**src/core/llc_pkg.sv**
```systemverilog
/*
  Shared constants for the line loopback control block: loop control and
  status field positions, indication select codes, persistence timing and
  the automatic loopback state encoding.
  Assumes a single 40 MHz core clock for all users of the package.
*/
package llc_pkg;

  // ----------------------------------------------------------------------
  // Loop control word fields
  // ----------------------------------------------------------------------
  localparam int unsigned LOOP_CTRL_W          = 8;
  localparam int unsigned ANALOG_LOOP_BIT      = 0;
  localparam int unsigned REMOTE_LOOP_BIT      = 1;
  localparam int unsigned DIGITAL_LOOP_BIT     = 2;
  localparam int unsigned AUTO_LOOP_BIT        = 3;
  localparam logic [7:0]  LOOP_CTRL_RESET      = 8'h00;

  // ----------------------------------------------------------------------
  // Status word zero fields
  // ----------------------------------------------------------------------
  localparam int unsigned STATUS_W             = 8;
  localparam int unsigned AUTO_LOOP_STATUS_BIT = 7;
  localparam logic [7:0]  STATUS_RESET         = 8'h00;

  // ----------------------------------------------------------------------
  // Pattern detector side select values
  // ----------------------------------------------------------------------
  localparam logic        SIDE_RECEIVE         = 1'b0;
  localparam logic        SIDE_TRANSMIT        = 1'b1;

  // ----------------------------------------------------------------------
  // Transmit indication select codes
  // ----------------------------------------------------------------------
  localparam int unsigned IND_SEL_W            = 3;
  localparam logic [2:0]  IND_SEL_SYS_BPV      = 3'h5;
  localparam logic [2:0]  IND_SEL_SYS_EXZ_BPV  = 3'h6;
  localparam logic [2:0]  IND_SEL_SYS_LOS      = 3'h7;

  // ----------------------------------------------------------------------
  // Timing
  // ----------------------------------------------------------------------
  localparam longint unsigned CORE_CLK_HZ        = 64'd40_000_000;
  localparam longint unsigned PERSIST_TIME_MS    = 64'd5100;
  localparam int unsigned     PERSIST_CNT_W      = 28;
  // Least time: round up to whole cycles
  localparam longint unsigned PERSIST_CYCLES_L   = (PERSIST_TIME_MS * CORE_CLK_HZ + 64'd999) / 64'd1000;
  localparam logic [27:0]     PERSIST_CYCLES     = PERSIST_CYCLES_L[27:0];

  // ----------------------------------------------------------------------
  // Automatic loopback states
  // ----------------------------------------------------------------------
  typedef enum logic [1:0] {
    LLC_AUTO_IDLE    = 2'b00,
    LLC_AUTO_REMOTE  = 2'b01,
    LLC_AUTO_DIGITAL = 2'b10
  } llc_auto_e;

endpackage : llc_pkg

```
**src/core/llc_persist_if.sv**
```systemverilog
/*
  Carrier between the loop controller and one inband code persistence timer.
  Assumes both ends run on the same core clock.
*/
interface llc_persist_if;
  logic code_seen;
  logic expired;

  modport timer (input code_seen, output expired);
  modport owner (output code_seen, input expired);
endinterface : llc_persist_if

```
**src/core/llc_persist_timer.sv**
```systemverilog
/*
  Persistence timer for one inband loop code: pulses expired once when the
  code has been seen without a break for more than the limit.
  Assumes code_seen is synchronous to clk and rst_b is already synchronised.
*/
module llc_persist_timer #(
  parameter logic [27:0] LIMIT_CYCLES = llc_pkg::PERSIST_CYCLES
) (
  // Clock and reset
  input  wire logic       clk,
  input  wire logic       rst_b,
  // Code presence and timeout
  llc_persist_if.timer    persist
);
  import llc_pkg::*;

  if (LIMIT_CYCLES < 28'h0000001) begin : g_bad_limit
    $error("llc_persist_timer: LIMIT_CYCLES must be at least one");
  end

  typedef struct packed {
    logic [PERSIST_CNT_W-1:0] count;
    logic                     done;
    logic                     expired;
  } llc_timer_s;

  llc_timer_s st;
  llc_timer_s next_st;

  always_comb begin
    next_st         = st;
    next_st.expired = 1'b0;
    if (!persist.code_seen) begin
      // Any break in the code starts the wait over
      next_st.count = '0;
      next_st.done  = 1'b0;
    end else if (!st.done) begin
      if (st.count == LIMIT_CYCLES) begin
        // Strictly more than the limit, then one pulse per unbroken run
        next_st.done    = 1'b1;
        next_st.expired = 1'b1;
      end else begin
        next_st.count = st.count + 28'h0000001;
      end
    end
  end

  always_ff @(posedge clk or negedge rst_b) begin
    if (!rst_b) begin
      st <= '0;
    end else begin
      st <= next_st;
    end
  end

  assign persist.expired = st.expired;

endmodule : llc_persist_timer

```
**src/core/llc_tx_indication.sv**
```systemverilog
/*
  Transmit multifunction indication selector with the single-rail NRZ
  restriction on the system-side violation and loss indications.
  Assumes all inputs are synchronous to clk and rst_b is synchronised.
*/
module llc_tx_indication (
  // Clock and reset
  input  wire logic       clk,
  input  wire logic       rst_b,
  // Selection
  input  wire logic       single_rail_nrz,
  input  wire logic [2:0] select_code,
  input  wire logic [7:0] sources,
  // Indication
  output logic            indication
);
  import llc_pkg::*;

  typedef struct packed {
    logic indication;
  } llc_ind_s;

  llc_ind_s st;
  llc_ind_s next_st;

  function automatic logic nrz_reserved(input logic [2:0] code);
    nrz_reserved = (code == IND_SEL_SYS_BPV) || (code == IND_SEL_SYS_EXZ_BPV) ||
                   (code == IND_SEL_SYS_LOS);
  endfunction : nrz_reserved

  always_comb begin
    next_st = st;
    // Reserved codes hold the pin low rather than show stale data
    if (single_rail_nrz && nrz_reserved(select_code)) begin
      next_st.indication = 1'b0;
    end else begin
      next_st.indication = sources[select_code];
    end
  end

  always_ff @(posedge clk or negedge rst_b) begin
    if (!rst_b) begin
      st <= '0;
    end else begin
      st <= next_st;
    end
  end

  assign indication = st.indication;

endmodule : llc_tx_indication

```
**src/core/llc_loop_ctrl.sv**
```systemverilog
/*
  Per-channel loopback controller: analog, remote, digital and dual loopback
  selection, automatic inband loop entry and exit, and data-path steering
  with the diagnostic priorities of each loop mode.
  Assumes every input is synchronous to core_clk (register bits, framer data,
  jitter attenuator and detector outputs); only rst_b is asynchronous.
*/
// Contract
// - Control bit 0 enables analog loopback
// - Analog: transmit data loops into receive input
// - Analog loop masks remote and digital loops
// - Analog: rx pattern first, no AIS
// - Bit 1 or auto enables remote loop
// - Receive-side inband codes drive automatic remote loop
// - Auto enable clear stops; status bit 7
// - Remote: attenuator data to shaper, system ignored
// - Remote: transmit detectors still see system data
// - Remote priorities; transmit AIS disabled
// - Bit 2 or auto enables digital loop
// - Transmit-side inband codes drive automatic digital loop
// - Digital: transmit data into decoder path
// - Digital priorities; receive AIS disabled
// - Dual only manual remote; no auto remote
// - Dual: both directions looped, nothing passes
// - Dual: detector sources per direction
// - Manual dual priorities; AIS off both ways
// - Manual+auto dual: no AIS, no tx pattern
// - NRZ transmit disables marked indications
// - Codes 101, 110, 111 are those indications
module llc_loop_ctrl #(
  parameter logic [27:0] PERSIST_LIMIT = llc_pkg::PERSIST_CYCLES
) (
  // Clock and reset
  input  wire logic                             core_clk,
  input  wire logic                             rst_b,
  // Configuration
  input  wire logic [llc_pkg::LOOP_CTRL_W-1:0]  loop_control,
  input  wire logic                             pattern_detect_side_select,
  input  wire logic                             tx_single_rail_nrz,
  input  wire logic [llc_pkg::IND_SEL_W-1:0]    transmit_indication_select,
  input  wire logic [7:0]                       transmit_indication_sources,
  // Inband loop code detector
  input  wire logic                             inband_activate_seen,
  input  wire logic                             inband_deactivate_seen,
  // Receive side data
  input  wire logic                             line_rx_data,
  input  wire logic                             receive_jitter_attenuator_data,
  input  wire logic                             receive_jitter_attenuator_enable,
  input  wire logic                             rx_pattern_data,
  input  wire logic                             rx_pattern_enable,
  input  wire logic                             rx_ais_request,
  // Transmit side data
  input  wire logic                             system_tx_data,
  input  wire logic                             transmit_jitter_attenuator_data,
  input  wire logic                             tx_pattern_data,
  input  wire logic                             tx_pattern_enable,
  input  wire logic                             tx_ais_request,
  // Steered data
  output logic                                  line_tx_data,
  output logic                                  system_rx_data,
  output logic                                  rx_decoder_data,
  output logic                                  rx_alarm_detect_data,
  output logic                                  tx_detect_data,
  // Status
  output logic [llc_pkg::STATUS_W-1:0]          status_register_zero,
  output logic                                  analog_loop_active,
  output logic                                  remote_loop_active,
  output logic                                  digital_loop_active,
  output logic                                  rx_ais_inserted,
  output logic                                  tx_ais_inserted,
  output logic                                  tx_clock_ignored,
  output logic                                  transmit_multifunction_output
);
  import llc_pkg::*;

  if (PERSIST_LIMIT < 28'h0000001) begin : g_bad_limit
    $error("llc_loop_ctrl: PERSIST_LIMIT must be at least one");
  end

  // ----------------------------------------------------------------------
  // Reset release
  // ----------------------------------------------------------------------
  logic rst_meta_b;
  logic rst_sync_b;

  always_ff @(posedge core_clk or negedge rst_b) begin
    if (!rst_b) begin
      rst_meta_b <= 1'b0;
      rst_sync_b <= 1'b0;
    end else begin
      rst_meta_b <= 1'b1;
      rst_sync_b <= rst_meta_b;
    end
  end

  // ----------------------------------------------------------------------
  // Inband persistence timers
  // ----------------------------------------------------------------------
  llc_persist_if activate_if ();
  llc_persist_if deactivate_if ();

  assign activate_if.code_seen   = inband_activate_seen;
  assign deactivate_if.code_seen = inband_deactivate_seen;

  llc_persist_timer #(
    .LIMIT_CYCLES (PERSIST_LIMIT)
  ) u_activate_timer (
    .clk     (core_clk),
    .rst_b   (rst_sync_b),
    .persist (activate_if.timer)
  );

  llc_persist_timer #(
    .LIMIT_CYCLES (PERSIST_LIMIT)
  ) u_deactivate_timer (
    .clk     (core_clk),
    .rst_b   (rst_sync_b),
    .persist (deactivate_if.timer)
  );

  // ----------------------------------------------------------------------
  // Transmit indication pin
  // ----------------------------------------------------------------------
  llc_tx_indication u_tx_indication (
    .clk             (core_clk),
    .rst_b           (rst_sync_b),
    .single_rail_nrz (tx_single_rail_nrz),
    .select_code     (transmit_indication_select),
    .sources         (transmit_indication_sources),
    .indication      (transmit_multifunction_output)
  );

  // ----------------------------------------------------------------------
  // State
  // ----------------------------------------------------------------------
  typedef struct packed {
    llc_auto_e   auto_state;
    logic        line_tx_data;
    logic        system_rx_data;
    logic        rx_decoder_data;
    logic        rx_alarm_detect_data;
    logic        tx_detect_data;
    logic [7:0]  status;
    logic        analog_active;
    logic        remote_active;
    logic        digital_active;
    logic        rx_ais_inserted;
    logic        tx_ais_inserted;
    logic        tx_clock_ignored;
  } llc_ctrl_s;

  llc_ctrl_s st;
  llc_ctrl_s next_st;

  // Three-level priority pick; AIS is all ones on the wire
  function automatic logic pick(input logic hi_en, input logic hi, input logic mid_en,
                                input logic mid, input logic lo);
    if (hi_en) begin
      pick = hi;
    end else if (mid_en) begin
      pick = mid;
    end else begin
      pick = lo;
    end
  endfunction : pick

  logic analog_on;
  logic manual_remote;
  logic manual_digital;
  logic auto_on;
  logic auto_digital;
  logic remote_on;
  logic digital_on;
  logic dual_manual;
  logic dual_auto;
  logic rx_looped_data;
  logic tx_out;
  logic rx_ais_ok;
  logic tx_ais_ok;
  logic tx_pat_ok;

  // ----------------------------------------------------------------------
  // Loop mode decode
  // ----------------------------------------------------------------------
  always_comb begin
    analog_on      = loop_control[ANALOG_LOOP_BIT];
    auto_on        = loop_control[AUTO_LOOP_BIT];
    manual_remote  = loop_control[REMOTE_LOOP_BIT];
    manual_digital = loop_control[DIGITAL_LOOP_BIT];
    auto_digital   = (st.auto_state == LLC_AUTO_DIGITAL);
    // Analog loop wins over everything else
    remote_on      = !analog_on && (manual_remote || (st.auto_state == LLC_AUTO_REMOTE));
    digital_on     = !analog_on && (manual_digital || auto_digital);
    dual_manual    = remote_on && manual_remote && manual_digital;
    dual_auto      = remote_on && manual_remote && auto_digital && !manual_digital;
    // Bypassed attenuator hands over the recovered data
    rx_looped_data = receive_jitter_attenuator_enable ? receive_jitter_attenuator_data : line_rx_data;
  end

  // ----------------------------------------------------------------------
  // Automatic loopback sequencing
  // ----------------------------------------------------------------------
  llc_auto_e next_auto;

  always_comb begin
    next_auto = st.auto_state;
    case (st.auto_state)
      LLC_AUTO_IDLE: begin
        if (auto_on && activate_if.expired) begin
          // Side select is trusted to stay put while a loop is up
          if (pattern_detect_side_select == SIDE_RECEIVE) begin
            // Detector would sit inside a digital loop
            if (!manual_digital) begin
              next_auto = LLC_AUTO_REMOTE;
            end
          end else begin
            next_auto = LLC_AUTO_DIGITAL;
          end
        end
      end
      LLC_AUTO_REMOTE: begin
        if (!auto_on || deactivate_if.expired || manual_digital) begin
          next_auto = LLC_AUTO_IDLE;
        end
      end
      LLC_AUTO_DIGITAL: begin
        if (!auto_on || deactivate_if.expired) begin
          next_auto = LLC_AUTO_IDLE;
        end
      end
      default: begin
        next_auto = LLC_AUTO_IDLE;
      end
    endcase
  end

  // ----------------------------------------------------------------------
  // Data steering and diagnostic priorities
  // ----------------------------------------------------------------------
  always_comb begin
    next_st            = st;
    next_st.auto_state = next_auto;
    rx_ais_ok          = 1'b1;
    tx_ais_ok          = 1'b1;
    tx_pat_ok          = 1'b1;

    // Generator permissions per mode
    if (analog_on) begin
      rx_ais_ok = 1'b0;
      tx_ais_ok = 1'b0;
    end else if (dual_manual) begin
      rx_ais_ok = 1'b0;
      tx_ais_ok = 1'b0;
    end else if (dual_auto) begin
      rx_ais_ok = 1'b0;
      tx_ais_ok = 1'b0;
      tx_pat_ok = 1'b0;
    end else begin
      if (remote_on) begin
        tx_ais_ok = 1'b0;
      end
      if (digital_on) begin
        rx_ais_ok = 1'b0;
        // Looped data ranks above AIS, so AIS never reaches the line
        tx_ais_ok = 1'b0;
      end
    end

    // Transmit toward the waveform shaper
    if (dual_manual) begin
      tx_out = rx_looped_data;
    end else if (dual_auto) begin
      tx_out = rx_looped_data;
    end else if (remote_on) begin
      tx_out = pick(tx_pattern_enable, tx_pattern_data, 1'b0, 1'b0, rx_looped_data);
    end else begin
      // Digital and analog loops still drive the line
      tx_out = pick(tx_pattern_enable && tx_pat_ok, tx_pattern_data,
                    tx_ais_request && tx_ais_ok, 1'b1, system_tx_data);
    end
    next_st.line_tx_data = tx_out;

    // Decoder input and receive toward the system side
    if (analog_on) begin
      next_st.rx_decoder_data = tx_out;
      next_st.system_rx_data  = pick(rx_pattern_enable, rx_pattern_data, 1'b0, 1'b0, tx_out);
    end else if (digital_on) begin
      next_st.rx_decoder_data = transmit_jitter_attenuator_data;
      next_st.system_rx_data  = pick(rx_pattern_enable, rx_pattern_data, 1'b0, 1'b0,
                                     transmit_jitter_attenuator_data);
    end else begin
      next_st.rx_decoder_data = line_rx_data;
      // Received data still reaches the system in remote loop
      next_st.system_rx_data  = pick(rx_pattern_enable, rx_pattern_data,
                                     rx_ais_request && rx_ais_ok, 1'b1, line_rx_data);
    end

    // Detector sources
    next_st.rx_alarm_detect_data = analog_on ? tx_out : line_rx_data;
    next_st.tx_detect_data       = system_tx_data;

    // Status
    next_st.status                       = STATUS_RESET;
    next_st.status[AUTO_LOOP_STATUS_BIT] = (next_auto != LLC_AUTO_IDLE);
    next_st.analog_active    = analog_on;
    next_st.remote_active    = remote_on;
    next_st.digital_active   = digital_on;
    next_st.rx_ais_inserted  = !analog_on && !digital_on && !rx_pattern_enable &&
                               rx_ais_request && rx_ais_ok;
    next_st.tx_ais_inserted  = !remote_on && !tx_pattern_enable && tx_ais_request && tx_ais_ok;
    next_st.tx_clock_ignored = remote_on;
  end

  always_ff @(posedge core_clk or negedge rst_sync_b) begin
    if (!rst_sync_b) begin
      st            <= '0;
      st.auto_state <= LLC_AUTO_IDLE;
      st.status     <= STATUS_RESET;
    end else begin
      st <= next_st;
    end
  end

  // ----------------------------------------------------------------------
  // Outputs
  // ----------------------------------------------------------------------
  assign line_tx_data         = st.line_tx_data;
  assign system_rx_data       = st.system_rx_data;
  assign rx_decoder_data      = st.rx_decoder_data;
  assign rx_alarm_detect_data = st.rx_alarm_detect_data;
  assign tx_detect_data       = st.tx_detect_data;
  assign status_register_zero = st.status;
  assign analog_loop_active   = st.analog_active;
  assign remote_loop_active   = st.remote_active;
  assign digital_loop_active  = st.digital_active;
  assign rx_ais_inserted      = st.rx_ais_inserted;
  assign tx_ais_inserted      = st.tx_ais_inserted;
  assign tx_clock_ignored     = st.tx_clock_ignored;

endmodule : llc_loop_ctrl

```
**config.mk**
```make
export PLATFORM = sky130hd
export DESIGN_NAME = llc_loop_ctrl
export DESIGN_NICKNAME = d
export VERILOG_FILES = /design/src/core/llc_pkg.sv /design/src/core/llc_persist_if.sv /design/src/core/llc_persist_timer.sv /design/src/core/llc_tx_indication.sv /design/src/core/llc_loop_ctrl.sv
export SDC_FILE = /design/constraint.sdc
export NUM_CORES = 1
export LEC_CHECK = 0
export BUFFER_PORTS_ARGS = -buffer_cell sky130_fd_sc_hd__buf_2
export CORE_MARGIN = 3
export CORE_UTILIZATION = 60
export DETAILED_ROUTE_END_ITERATION = 12
export HOLD_SLACK_MARGIN = 0.05
export PLACE_DENSITY = 0.93
export SKIP_LAST_GASP = 1
export SYNTH_ARGS = -nofsm -noshare
export SYNTH_HDL_FRONTEND = slang
export SYNTH_SLANG_ARGS = --single-unit
```
**constraint.sdc**
```tcl
create_clock -name core_clk -period 3.9 [get_ports core_clk]
set_input_delay 0.39 -clock core_clk [delete_from_list [all_inputs] [get_ports core_clk]]
set_output_delay 0.39 -clock core_clk [all_outputs]
set_load 0.005 [all_outputs]
```
== After elaboration in Yosys (flattened, before gate mapping) ==
Index checks and enable logic that the tools add are counted.

* Register bits after elaboration: 76
* Word-level logic and storage cells: 115
* Input bits: 36

* Magnitude comparators: 1
* Reduce and logical (&&, ||, !) cells: 35
* Add/sub/neg operators: 2
* Equal/unequal tests: 11
* Muxes and demuxes: 45

{| class="wikitable"
|+ Operator list
! cell !! number
|-
| $mux W30 || 2
|-
| $mux W29 || 2
|-
| $add A28 B1 Y28 const B || 2
|-
| $eq A28 B28 Y1 const B || 2
|-
| $mux W28 || 2
|-
| $mux W1 || 28
|-
| $logic_and A1 B1 Y1 || 18
|-
| $mux W2 || 9
|-
| $eq A3 B3 Y1 const B || 3
|-
| $ne A2 B2 Y1 const B || 4
|-
| $logic_not A1 Y1 || 7
|-
| $logic_or A1 B1 Y1 || 6
|-
| $pmux W2 S3 || 1
|-
| $lt A3 B4 Y1 const B || 1
|-
| $reduce_and A2 Y1 || 2
|-
| $bmux W1 S3 || 1
|-
| $eq A2 B1 Y1 const B || 1
|-
| $eq A2 B2 Y1 const B || 1
|-
| $logic_not A2 Y1 || 1
|-
| $reduce_bool A2 Y1 || 1
|}

== Depth between registers and ports, before layout ==
* Depth after elaboration: 17
* Gate-level depth with buffers: 9
* Mapped depth without buffers: 8

== Modules after synthesis ==
Synthesis repeated with hierarchy kept, for this count alone.

* Cell total of the unflattened synthesis: 440
* Area total of the unflattened synthesis: 4362.9 sq um

{| class="wikitable"
|+ Modules (own cells, without submodules)
! module !! times used !! area an instance (sq um) !! seq. area each (sq um) !! cells each
|-
| llc_persist_timer || 2 || 1755.4 || 750.7 || 179
|-
| llc_loop_ctrl || 1 || 748.2 || 375.4 || 72
|-
| llc_tx_indication || 1 || 103.8 || 25.0 || 10
|}

== Worst setup path before layout ==
OpenSTA, ideal clock, no wires.

* Kind: register to register
* Start: register u_activate_timer.st[14] in the netlist's numbering
* End: register u_activate_timer.st[26] in the netlist's numbering
* Stages on the path, launching flop included: 6
* Setup time: 0.124 ns
* Arrival: 2.051 ns
* Path slack: 1.725 ns
* Path buffers: 0
* Cell sequence: dfrtp_1 > or4b_2 > nor4_2 > a211oi_1 > and3_1 > a211o_1

* Word-level cells in the longest chain between the ends: 4

{| class="wikitable"
|+ Ends and longest elaborated chain
! item !! RTL line !! RTL
|-
| start, declared || llc_persist_timer.sv:27 || <nowiki>llc_timer_s st;</nowiki>
|-
| start signal, assigned || llc_persist_timer.sv:52 || <nowiki>st <= next_st;</nowiki>
|-
| $add A28 B1 Y28 || llc_persist_timer.sv:43 || <nowiki>next_st.count = st.count + 28'h0000001;</nowiki>
|-
| $mux W28 || llc_persist_timer.sv:38 || <nowiki>if (st.count == LIMIT_CYCLES) begin</nowiki>
|-
| $mux W30 || llc_persist_timer.sv:37 || <nowiki>end else if (!st.done) begin</nowiki>
|-
| $mux W29 || llc_persist_timer.sv:33 || <nowiki>if (!persist.code_seen) begin</nowiki>
|}

Several ways; a longest one is shown, not always the timed one. The select of a mux whose other input is x is not followed.
A chain may end at the register's enable or synchronous reset.

== Final worst setup path ==
* Start: register u_activate_timer.st[14] in the netlist's numbering
* End: register u_activate_timer.st[24] in the netlist's numbering

Same word-level chain as after synthesis.

==> qor.yml <==
ys_warn_count: 0
crit_chain: "or4b_2, nor4_2, a22o_2, nor4_1, o221a_2"
drv_slew: 0
grt_pass1_wl_mm: 16.1
p_leak_nw: 2.02
first_pass_iters: 5
nFillCells: 519
dp_cells: 566
cp_slowest_stage_delay_ps: 700
ioPinCount: 56
grt_setup_unrepaired: "false"
drc: 0
synth_compound_area_share_pct: 11.9
start_util_pct: 64.1
h-tree-depth: 3
multi_input_area_um2: 2140
num_rows: 29
path_class: "reg -> reg"
syn_area_um2: 4230
grt_usage_pct: 23.7
port_buffers: 44
clock_skew_ps: 11.4
postCtsSetupBuffers: 0
grt_pass1_vias: 3443
synthSimpleGateAreaFrac_pct: 29.8
yosysSeqAreaShare_pct: 44.9
crit_slowest_cell: "or4b_2"
drive_above_1_share_pct: 16.9
ant_nets: 0
fin_total_pwr_mw: 1.54
slew_headroom_pct: 25.0
viasPerCell: 6.36
grt_max_degree: 52
cp_top_family: "simple AND/OR/NAND/NOR gates"
crit_path_max_fanout: 32
synth.area.mux_share_pct: 3.52
endpoint_kind: "flip-flop"
core_um2: 6600
pwr_density_cell_nw_per_um2: 329
min_period_ps: 2590
syn_inst: 448
die-height_um: 90.0
avgRoutedWirePerCell_um: 16.4
crit_required_ps: 4130
cts.sinks: 76
die_w_um: 90.0
clockBufferDepth: 2
synth-seq-cells: 76
ctsRootBufferMaster: "clkbuf_8"
synth_top_family_by_area: "simple AND/OR/NAND/NOR gates"
cts_resized: 0
ys_types: 59
vias: 3710
grt.overflow.total: 0
antenna_found_initial: 0
drv_cap: 0
synthArstFlopShare_pct: 100
synth_xor_area_share_pct: 3.52
clkLatencyLatePin_ps: 340
holdBufCountCts: 1
worst_pin_slew_ps: 1130
synth_ff_type: "dfrtp_1"
first_iter_violations: 523
cp-start-kind: "flip-flop"
finalSetupViolCount: 0
fin_nets: 525
num_antenna_cells: 0
place_congestion: 0.978
wirelength_mm: 9.55
hold_viol_final: 0
finalSetupTns_ps: 0
clkTransAtPathRegs_ps: 90
cts_buffers: 9
ir_worst_vdd_mv: 0.215
regArea_um2: 1900
synth-edff-count: 0
cts_tree: "done"
cp_num_buf_inv: 0
fmax_mhz: 386
instances_no_fill: 583
synth_fa_ha_area_share_pct: 1.18
die_area_um2: 8100
dp_hpwl_mm: 6.62
syn_avg_cell_area_um2: 9.45
hold_class: "in -> reg"
area_delta_synth_final_pct: 10.3
finalCritPeriodShare_pct: 66.5
status: "completed"
cp.arrival_ps: 2830
-- state kept, by name, summed over array words and instances (netlist names) --
name,cells
analog_loop_active,1
digital_loop_active,1
line_tx_data,1
rst_meta_b,1
rst_sync_b,1
rx_ais_inserted,1
rx_alarm_detect_data,1
rx_decoder_data,1
st,2
status_register_zero,1
system_rx_data,1
tx_ais_inserted,1
tx_clock_ignored,1
tx_detect_data,1
u_activate_timer.persist.expired,1
u_activate_timer.st,29
u_deactivate_timer.persist.expired,1
u_deactivate_timer.st,29
u_tx_indication.indication,1
-- Yosys cell counts, types with 3 or more instances --
cell	n	area, µm²
mux2i_1	7	70.1
buf_2	3	15.0
a21oi_1	22	110
nand3_1	21	105
nand2_1	35	131
mux2_2	5	56.3
nor4b_1	7	61.3
or4b_2	3	30.0
or3_1	10	62.6
or4_1	10	75.1
o31ai_1	10	75.1
and3_1	9	56.3
nor3b_1	5	37.5
nand2b_1	12	75.1
clkbuf_1	12	45.0
xor2_1	5	43.8
buf_4	9	67.6
and4_1	6	52.6
ha_1	4	50.1
and2_1	11	68.8
nor3_1	8	40.0
o211ai_1	4	30.0
nor2b_1	3	18.8
inv_1	15	56.3
dfrtp_1	76	1900
xnor2_1	12	105
or2_2	3	18.8
nor4_1	12	75.1
nand4_1	18	113
nor2_1	28	105
o21ai_0	15	75.1
a31oi_1	8	50.1
o21ai_1	3	15.0
-- worst register-to-register path, stage by stage, from the launching register on --
cell	delay, ps
dfrtp_1	430
or4b_2	700
nor4_2	390
a22o_2	560
nor4_1	140
o221a_2	270
-- per-stage QoR --
step | setup slack, ps | util, % | hold WS, ps | area, µm²
final | 1310 | 70.7 | 167 | 4670
after global routing | 1080 | 70.7 | 161 | 4670
after CTS | 1320 | 70.7 | 162 | 4670
after detailed placement | 1310 | 67.4 | 175 | 4450
after global placement | 1390 | 67.4 | 175 | 4450
after floorplan | 1630 | - | 94.4 | 4260
-- report_power, final --
part	total (mW)	internal, mW	switching, mW	leakage, nW
sequential	0.819	0.801	0.0178	1.03
combinational	0.0950	0.0417	0.0532	0.876
clock	0.624	0.319	0.305	0.107
-- final cells by class --
class / instances / area share [%]
clock buffer: 10 / 2.95
clock inverter: 6 / 1.50
inverter: 16 / 1.29
multi-input combinational: 336 / 45.9
sequential: 76 / 40.8
tap: 93 / 2.49
timing repair buffer: 46 / 5.09
-- path summary, 6_finish.rpt --
kind | startpoint | to | slack [ps] | cells past startpoint
max | u_activate_timer.st[14] | u_activate_timer.st[24] | 1310 | 5
min | system_tx_data | tx_detect_data | 170 | 1
max reg2reg | u_activate_timer.st[14] | u_activate_timer.st[24] | 1310 | 5
min reg2reg | rst_meta_b | rst_sync_b | 360 | 0
max in group asynchronous | rst_sync_b | u_deactivate_timer.st[11] | 2490 | 1
min in group asynchronous | rst_b | rst_sync_b | 350 | 2
-- metal layers --
| layer | global-route usage (%) | vias up | wire length (µm) |
|---|---|---|---|
| li1 | - | 1713 | - |
| met1 | 33.7 | 1768 | 4210 |
| met2 | 36.5 | 194 | 4430 |
| met3 | 4.17 | 35 | 696 |
| met4 | 8.93 | 0 | 214 |
| met5 | 0 | - | 0 |
-- cells in the final DEF (no fill, tap or decap), types with 9 or more instances in the layout --
cell type / Yosys / final
nand2b_1: 12 / 12
nand2_1: 35 / 35
o31ai_1: 10 / 10
and3_1: 9 / 9
inv_1: 15 / 15
nor2_1: 28 / 28
or3_1: 10 / 10
and2_1: 11 / 11
clkbuf_8: 0 / 10
or4_1: 10 / 10
a21oi_1: 22 / 22
dfrtp_1: 76 / 75
xnor2_1: 12 / 12
buf_2: 3 / 44
o21ai_0: 15 / 15
nand3_1: 21 / 21
nor4_1: 12 / 12
nand4_1: 18 / 18
-- logic make-up after synthesis --
family | after synthesis
xor+xnor | 17
simple gates | 215
buf+inv | 42
fa+ha+maj | 4
mux | 13
compound gates | 79
flops | 76
other cells | 2
Note: power is estimated with default switching activity, not from simulation.
